==> config.mk <==
export PLATFORM = sky130hd
export DESIGN_NAME = ptim_top
export DESIGN_NICKNAME = d
export VERILOG_FILES = /design/src/ptim_pkg.sv /design/src/ptim_top.sv
export SDC_FILE = /design/constraint.sdc
export NUM_CORES = 1
export LEC_CHECK = 0
export ABC_CLOCK_PERIOD_IN_PS = 3900
export BUFFER_PORTS_ARGS = -buffer_cell sky130_fd_sc_hd__buf_2
export CORE_AREA = 2 2 124 126
export CTS_BUF_LIST = sky130_fd_sc_hd__clkbuf_4 sky130_fd_sc_hd__clkbuf_8
export DETAILED_ROUTE_END_ITERATION = 10
export DIE_AREA = 0 0 126 128
export REMOVE_ABC_BUFFERS = 1
export SETUP_SLACK_MARGIN = 0.05
export SYNTH_ARGS = -nofsm -noshare
export SYNTH_HDL_FRONTEND = slang
export SYNTH_SLANG_ARGS = --single-unit
==> constraint.sdc <==
create_clock -name sys_clk -period 3.9 [get_ports sys_clk]
set_clock_uncertainty 0.05 [all_clocks]
set_input_delay 0.78 -clock sys_clk [delete_from_list [all_inputs] [get_ports sys_clk]]
set_output_delay 0.78 -clock sys_clk [all_outputs]
set_load 0.005 [all_outputs]
==> src/ptim_pkg.sv <==
// shared constants and carriers of the interval tick timer
package ptim_pkg;

   // counter widths and prescaler
   localparam int unsigned CNT_W = 20;
   localparam int unsigned TALLY_W = 12;
   localparam int unsigned PRESCALE_DIV = 16;
   localparam int unsigned PRESCALE_W = $clog2(PRESCALE_DIV);
   localparam logic [PRESCALE_W-1:0] PRESCALE_LAST = 4'hF;

   // bus geometry
   localparam int unsigned ADDR_W = 5;
   localparam int unsigned DATA_W = 32;
   localparam int unsigned EVT_W = 2;

   // register byte offsets
   localparam logic [ADDR_W-1:0] OFS_INTERVAL_MODE = 5'h00;
   localparam logic [ADDR_W-1:0] OFS_INTERVAL_STATUS = 5'h04;
   localparam logic [ADDR_W-1:0] OFS_INTERVAL_VALUE_ACK = 5'h08;
   localparam logic [ADDR_W-1:0] OFS_INTERVAL_VALUE_SNAPSHOT = 5'h0C;
   localparam logic [ADDR_W-1:0] OFS_EVENT_STATUS = 5'h10;
   localparam logic [ADDR_W-1:0] OFS_EVENT_MASK = 5'h14;

   // field positions
   localparam int unsigned MODE_LIMIT_LSB = 0;
   localparam int unsigned MODE_ON_BIT = 24;
   localparam int unsigned MODE_IRQ_EN_BIT = 25;
   localparam int unsigned VALUE_TALLY_LSB = 20;
   localparam int unsigned STATUS_FLAG_BIT = 0;
   localparam int unsigned EVT_INTERVAL_BIT = 0;
   localparam int unsigned EVT_TALLY_WRAP_BIT = 1;

   // reset values
   localparam logic [DATA_W-1:0] MODE_RESET = 32'h000F_FFFF;
   localparam logic [EVT_W-1:0] EVT_MASK_RESET = 2'h0;

   // bus phase, gray order idle -> ack
   typedef enum logic [0:0] {
      BUS_IDLE = 1'b0,
      BUS_ACK = 1'b1
   } ptim_bus_e;

   // software-visible mode fields
   typedef struct packed {
      logic irq_en;
      logic on;
      logic [CNT_W-1:0] limit;
   } ptim_mode_s;

   // whole state of the timer
   typedef struct packed {
      ptim_bus_e bus;
      logic waitreq;
      logic [DATA_W-1:0] rdata;
      ptim_mode_s mode;
      logic [PRESCALE_W-1:0] prescale;
      logic [CNT_W-1:0] interval_count;
      logic [TALLY_W-1:0] overflow_tally;
      logic interval_reached_flag;
      logic [EVT_W-1:0] evt;
      logic [EVT_W-1:0] evt_mask;
      logic irq;
   } ptim_state_s;

endpackage

==> src/ptim_top.sv <==
`timescale 1ns/1ns

// Operation
// - 20-bit interval, 12-bit overflow counters, clock/16
// - interval counts up, wraps at limit, bumps tally
// - limit hit sets flag; flag irq needs enable, masked events need none
// - period equals limit plus one ticks
// - limit write never restarts either counter
// - ack read returns counters, clears tally, flag
// - snapshot read returns counters, no side effects
// - timer_on resets low; acts only at zero
// - cleared timer_on finishes interval, then stops
// - debug halt freezes both counters
// - mode: limit 19:0, on 24, irq 25
// - limit compared against full 20-bit count
// - value words: count 19:0, tally 31:20
// - status bit0 flag held until ack read
module ptim_top
   import ptim_pkg::*;
(
   input wire logic sys_clk, // system clock, 20 MHz
   input wire logic arst_n, // async reset, low active
   input wire logic [ADDR_W-1:0] address, // byte address
   input wire logic read, // avalon read request
   input wire logic write, // avalon write request
   input wire logic [DATA_W-1:0] writedata, // write data
   input wire logic [3:0] byteenable, // write byte lanes
   output logic [DATA_W-1:0] readdata, // read data, registered
   output logic waitrequest, // stall, registered
   input wire logic dbg_halt, // core in debug state
   output logic irq // level interrupt, registered
);

   // the whole block is one state struct:
   // one always_comb computes the next copy,
   // one always_ff registers it, nothing else
   // holds state, so reset covers every flop
   // present and next state
   ptim_state_s s_q;
   ptim_state_s s_d;

   // waitrequest sits high in reset and idle,
   // so a master never sees a stray answer
   // mode fields start at limit all ones, off
   // reset image of the whole state
   localparam ptim_state_s STATE_RESET = '{
      bus: BUS_IDLE,
      waitreq: 1'b1,
      rdata: '0,
      mode: ptim_mode_s'(MODE_RESET[CNT_W+1:0]),
      prescale: '0,
      interval_count: '0,
      overflow_tally: '0,
      interval_reached_flag: 1'b0,
      evt: '0,
      evt_mask: EVT_MASK_RESET,
      irq: 1'b0
   };

   // lanes with byteenable low keep old bytes;
   // used for mode and mask writes alike
   // byte lane merge of a write into an old word
   function automatic logic [DATA_W-1:0] lane_merge(
      input logic [DATA_W-1:0] old_w,
      input logic [DATA_W-1:0] new_w,
      input logic [3:0] be
   );
      logic [DATA_W-1:0] res;
      res = old_w;
      for (int i = 0; i < 4; i++) begin
         if (be[i]) begin
            res[i*8 +: 8] = new_w[i*8 +: 8];
         end
      end
      return res;
   endfunction

   // both value words must match bit for bit,
   // so one function packs them; any change
   // to the layout lands in both at once
   // packing shared by ack and snapshot words
   function automatic logic [DATA_W-1:0] value_word(
      input logic [CNT_W-1:0] cnt,
      input logic [TALLY_W-1:0] tally
   );
      logic [DATA_W-1:0] w;
      w = '0;
      w[CNT_W-1:0] = cnt;
      w[VALUE_TALLY_LSB +: TALLY_W] = tally;
      return w;
   endfunction

   // also the old word of a lane merged write
   // mode fields back to a bus word, reserved bits zero
   function automatic logic [DATA_W-1:0] mode_word(input ptim_mode_s m);
      logic [DATA_W-1:0] w;
      w = '0;
      w[MODE_LIMIT_LSB +: CNT_W] = m.limit;
      w[MODE_ON_BIT] = m.on;
      w[MODE_IRQ_EN_BIT] = m.irq_en;
      return w;
   endfunction

   // low event bits of a bus word
   function automatic logic [EVT_W-1:0] evt_bits(input logic [DATA_W-1:0] w);
      return w[EVT_W-1:0];
   endfunction

   // order inside the process matters:
   // bus decode first, then register writes,
   // then prescaler and counters, then flags,
   // and the interrupt last, from the next state,
   // so irq follows its cause by one edge only
   // next state of everything
   always_comb begin
      logic take; // request accepted this cycle
      logic rd_ack; // acknowledging value read
      logic wr_mode; // mode register write
      logic wr_evt; // event status write
      logic wr_mask; // event mask write
      logic tick; // one prescaled counting tick
      logic active; // interval counter may advance
      logic hit; // interval completed this tick
      logic tally_wrap; // overflow tally rolls over
      logic [DATA_W-1:0] merged; // byte merged write word
      logic [EVT_W-1:0] evt_set; // events raised now
      logic [EVT_W-1:0] evt_clr; // events cleared by software
      logic [DATA_W-1:0] rword; // read data of this access
      take = 1'b0;
      rd_ack = 1'b0;
      wr_mode = 1'b0;
      wr_evt = 1'b0;
      wr_mask = 1'b0;
      tick = 1'b0;
      active = 1'b0;
      hit = 1'b0;
      tally_wrap = 1'b0;
      merged = '0;
      evt_set = '0;
      evt_clr = '0;
      rword = '0;
      s_d = s_q;

      // fixed latency keeps the master simple:
      // accept at one edge, answer the next cycle,
      // back to idle after that; a request still
      // high during the answer is not taken twice,
      // since the phase is not idle then
      // bus handshake: one wait cycle, then the answer
      case (s_q.bus)
         BUS_IDLE: begin
            // accept a request, drop waitrequest next cycle
            if (read || write) begin
               take = 1'b1;
               s_d.bus = BUS_ACK;
               s_d.waitreq = 1'b0;
            end
         end
         BUS_ACK: begin
            // master samples waitrequest low here and releases
            s_d.bus = BUS_IDLE;
            s_d.waitreq = 1'b1;
         end
         default: begin
            s_d.bus = BUS_IDLE;
            s_d.waitreq = 1'b1;
         end
      endcase

      // side effects happen at the accepting edge;
      // readdata then stands until the next access
      // full address decode, no aliasing
      // address decode of an accepted request
      if (take && read) begin
         case (address)
            OFS_INTERVAL_MODE: begin
               rword = mode_word(s_q.mode);
            end
            OFS_INTERVAL_STATUS: begin
               rword[STATUS_FLAG_BIT] = s_q.interval_reached_flag;
            end
            OFS_INTERVAL_VALUE_ACK: begin
               // counters as they stand, then acknowledge
               rword = value_word(s_q.interval_count, s_q.overflow_tally);
               rd_ack = 1'b1;
            end
            OFS_INTERVAL_VALUE_SNAPSHOT: begin
               // same word, no side effect at all
               rword = value_word(s_q.interval_count, s_q.overflow_tally);
            end
            OFS_EVENT_STATUS: begin
               rword[EVT_W-1:0] = s_q.evt;
            end
            OFS_EVENT_MASK: begin
               rword[EVT_W-1:0] = s_q.evt_mask;
            end
            default: begin
               // unmapped reads answer zero
               rword = '0;
            end
         endcase
         s_d.rdata = rword;
      end else if (take) begin
         // writes read back zero
         s_d.rdata = '0;
      end

      // interval status and value words are read-only:
      // writes there are dropped without error
      // write decode, unmapped and read-only targets ignored
      if (take && write) begin
         case (address)
            OFS_INTERVAL_MODE: begin
               wr_mode = 1'b1;
            end
            OFS_EVENT_STATUS: begin
               wr_evt = 1'b1;
            end
            OFS_EVENT_MASK: begin
               wr_mask = 1'b1;
            end
            default: begin
               wr_mode = 1'b0;
            end
         endcase
      end

      // a new limit acts at the next compare;
      // timer_on takes effect once the count is zero
      // counters and prescaler phase untouched
      // mode write touches only the fields, never the counters
      if (wr_mode) begin
         merged = lane_merge(mode_word(s_q.mode), writedata, byteenable);
         s_d.mode.limit = merged[MODE_LIMIT_LSB +: CNT_W];
         s_d.mode.on = merged[MODE_ON_BIT];
         s_d.mode.irq_en = merged[MODE_IRQ_EN_BIT];
      end

      // event mask write
      if (wr_mask) begin
         merged = lane_merge({{(DATA_W-EVT_W){1'b0}}, s_q.evt_mask}, writedata, byteenable);
         s_d.evt_mask = evt_bits(merged);
      end

      // only lane 0 carries the clear bits
      // event status write: a one clears, zero keeps
      if (wr_evt && byteenable[0]) begin
         evt_clr = evt_bits(writedata);
      end

      // tick is one cycle wide, once per sixteen;
      // halting the phase too means a debug stop
      // costs no partial tick on resume
      // prescaler, frozen in debug so counting resumes in phase
      if (!dbg_halt) begin
         s_d.prescale = s_q.prescale + 1'b1;
         tick = (s_q.prescale == PRESCALE_LAST);
      end

      // a running count always finishes its interval,
      // so clearing timer_on never cuts a period short
      // timer_on only matters while the count is zero
      active = (s_q.interval_count != '0) || s_q.mode.on;

      // limit+1 ticks per interval, zero included;
      // a zero limit hits on every tick
      // interval counter, 0 .. limit inclusive
      if (tick && active) begin
         if (s_q.interval_count == s_q.mode.limit) begin
            s_d.interval_count = '0;
            hit = 1'b1;
         end else begin
            // a limit lowered below the count wraps via full range
            s_d.interval_count = s_q.interval_count + 1'b1;
         end
      end

      // no interval is lost to a racing ack read:
      // the hit lands in the fresh tally
      // overflow tally: ack clears first, a hit this cycle still counts
      s_d.overflow_tally = rd_ack ? '0 : s_q.overflow_tally;
      if (hit) begin
         tally_wrap = (s_d.overflow_tally == '1);
         s_d.overflow_tally = s_d.overflow_tally + 1'b1;
      end

      // only an ack read clears it; snapshot reads do not
      // reached flag: set beats the clearing read
      s_d.interval_reached_flag = (s_q.interval_reached_flag && !rd_ack) || hit;

      // bit1 warns that the tally has wrapped
      // and so undercounts elapsed intervals
      // sticky event bits, set wins over clear
      evt_set[EVT_INTERVAL_BIT] = hit;
      evt_set[EVT_TALLY_WRAP_BIT] = tally_wrap;
      s_d.evt = (s_q.evt & ~evt_clr) | evt_set;

      // taken from the next state so the pin
      // is a plain flop with one edge of delay
      // one level interrupt from the flag and the masked events
      s_d.irq = (s_d.interval_reached_flag && s_d.mode.irq_en) || (|(s_d.evt & s_d.evt_mask));
   end

   // asynchronous reset loads constants only
   // state register
   always_ff @(posedge sys_clk or negedge arst_n) begin
      if (!arst_n) begin
         s_q <= STATE_RESET;
      end else begin
         s_q <= s_d;
      end
   end

   // no logic between flop and pin, so
   // outputs carry no glitches or combinational paths
   // outputs straight from the state flops
   assign readdata = s_q.rdata;
   assign waitrequest = s_q.waitreq;
   assign irq = s_q.irq;

endmodule // ptim_top
==> run metrics <==
status=completed; CP Class=in -> reg; CTS buffer count=9; DRC=0; Leak=2.52 nW; remaining antenna violation count after routing=0; first-pass GRT wire length=19500 um; Die Ht=128 um; async set-reset flop share out of synthesis=100%; WHS Path Cells=2; final count of negative-setup-slack endpoints=0; Diodes inserted=0; max-cap violations=0; core box area=14900 um2; CTS root buffer=clkbuf_8; Worst path max stage delay=approximately 0.53 ns; worst-margin pin slew=0.953 ns; PwrDens=389 nW/um2; most frequent cells in the layout=dfrtp_1, buf_2, nand2_1; Worst EP required=4.15 ns; RSZ-0062 raised after global routing=false; share of cells above drive strength 1=28.9%; postcts setup bufs=0; Tot GR Track Use=15.1%; fmax=355 MHz; Total Die Area=approximately 16000 um2; Stages on worst setup path=10; crit path max fanout=8; number of flops mapped to enable cells by yosys=0; crit path launch type=input pin; vias in the first global route=3835; gr ovfl total=0; Max IR drop VDD=140 uV; post-synthesis cell type count=53; TNS Setup=0 ns; CP Cell Sequence=buf_2 > nor4b_4 > nand2_1 > and2_1 > ha_1 > nand3_1 > or2_2 > or4b_1 > nor4b_1 > or4_1; IO Count=80; H-tree levels=3; max_slew headroom=roughly 36%; commonest non-fill, non-tap cell in the layout=dfrtp_1; WP data arrival=between 3 and 4 ns; Initial Utilization=34.4%; port bufs=69; Layout fillers=1506; ys flop type=dfrtp_1; met2 GRT Util=24.2%; crit path buf inv count=1; Vias/cell=5.20; filler-free cell count of the finished design=720; Top Family by Delay on Critical Path=simple AND/OR/NAND/NOR gates; initial antenna violation count=0; wire length per cell=16.3 um; final worst path period share=72.3%; CTS tree=done; DR pass1 iterations=5; Worst path slowest cell=or4b_1; Layout Nets=approximately 580; Clk Latency, worst-skew pair=0.37 ns; area added between synthesis and finish=9.87%; Cells after Synth=496; register bit total from synthesis=98; met3 Resource Use GR=2.21%; DRT iter0 DRCs=~240; crit path time final=2.82 ns; Clock transition at path regs=0.09 ns; # rows=between 40 and 50; Hold Path Class=reg -> reg; Max clock buf depth=2; Worst Reg2Reg Path Length in Cells=10; yosys warns=0; CTS Sinks=between 90 and 100; hold bufs inserted after CTS=0; final hold viol count=0; via count=3742; CTS resizes=0; register area share after synthesis=48.5%; global-route layer with the greatest usage=met2; routability congestion estimate=0.891; detailed placement HPWL=8710 um; Synth Area per Inst=between 10 and 15 um2; die width=about 130 um; final WL=about 12000 um; placed insts=704; largest net degree at the start of global routing=68; M1 GR Usage=20.8%; Cell Area, Synth=around 5100 um2; Crit. End Element=register; max-slew violation count=0
## final cells by class
class	count	area (um2)	area share, %
Clock buffer	11	151	2.70
Clock inverter	5	61.3	1.09
Timing Repair Buffer	78	415	7.40
Multi-Input combinational cell	327	2220	39.6
Inverter	13	48.8	0.869
Sequential cell	98	2480	44.2
Tap cell	188	235	4.19
## flip-flops by register name, indices dropped and copies added, names as in the netlist
name / flops
readdata: 32
s_q: 64
waitrequest: 1
irq: 1
## power breakdown
| group | leakage, nW | internal, mW | switching (mW) |
|---|---|---|---|
| registers | 1.26 | 1.11 | 0.0838 |
| logic | 1.15 | 0.131 | 0.163 |
| clock network | 0.110 | 0.335 | 0.363 |
| total | 2.52 | 1.57 | 0.610 |
## worst register-to-register path, cell delays in order (launching register included)
cell	delay, ns
dfrtp_1	0.40
nand2b_1	0.15
nor2_1	0.05
nand2_1	0.18
and2_1	0.21
ha_1	0.20
nand3_1	0.14
or2_2	0.33
or4b_1	0.53
nor4b_1	0.25
or4_1	0.15
## routing by layer
| metal | part of all wire, % | routed length, um | vias up |
|---|---|---|---|
| met1 | 47 | 5460 | 1846 |
| met3 | 3.6 | 421 | 15 |
| li1 | - | - | 1792 |
| met5 | 0 | 0 | - |
| met2 | 48 | 5630 | 89 |
| met4 | 1.8 | 209 | 0 |
## path summary, 6_finish.rpt
path / from / to / slack (ns)
hold reg to reg: readdata[11] / readdata[11] / 0.43
setup reg to reg: s_q[97] / irq / 1.19
hold / removal: readdata[11] / readdata[11] / 0.43
min in group asynchronous: arst_n / readdata[27] / 0.46
setup / recovery: address[4] / irq / 1.08
max in group asynchronous: arst_n / s_q[53] / 2.49
## cell usage after synthesis, drive strengths merged (4+ instances only)
| cell type | number | area [um2] |
|---|---|---|
| nand2b | 7 | 43.8 |
| o41ai | 5 | 43.8 |
| nand3 | 13 | 65.1 |
| a22o | 10 | 87.6 |
| mux2 | 26 | 293 |
| o311ai | 5 | 43.8 |
| nand2 | 53 | 199 |
| clkbuf | 19 | 71.3 |
| dfrtp | 77 | 1930 |
| nor4b | 4 | 41.3 |
| and3 | 5 | 31.3 |
| ha | 4 | 50.1 |
| or3 | 9 | 61.3 |
| nor4 | 12 | 103 |
| a22oi | 21 | 158 |
| nor3 | 8 | 45.0 |
| dfstp | 21 | 552 |
| nor2b | 5 | 31.3 |
| a21oi | 9 | 45.0 |
| xnor2 | 18 | 158 |
| nand4 | 9 | 56.3 |
| o21ai | 32 | 164 |
| inv | 13 | 48.8 |
| xor2 | 19 | 166 |
| nor2 | 23 | 86.3 |
| buf | 39 | 300 |
## kinds of logic after synthesis
group	synth area share [%]
simple gates	16.9
flops	48.5
compound gates	12.9
buf+inv	8.23
xor+xnor	6.34
mux	6.12
fa+ha+maj	0.980
## through the flow
stage | power (mW) | worst slack [ns] | utilization [%] | area [um2] | hold WS, ns
detailed placement | 1.51 | 0.731 | 36.3 | 5400 | 0.417
floorplan | 1.37 | -0.0739 | - | 4740 | 0.404
CTS | 2.21 | 1.11 | 37.8 | 5610 | 0.439
finish | 2.18 | 1.08 | 37.8 | 5610 | 0.431
global placement | 1.49 | 0.795 | 36.3 | 5400 | 0.408
global route | 2.30 | 0.940 | 37.8 | 5610 | 0.464
No activity file was read; power rests on OpenSTA's default activity.
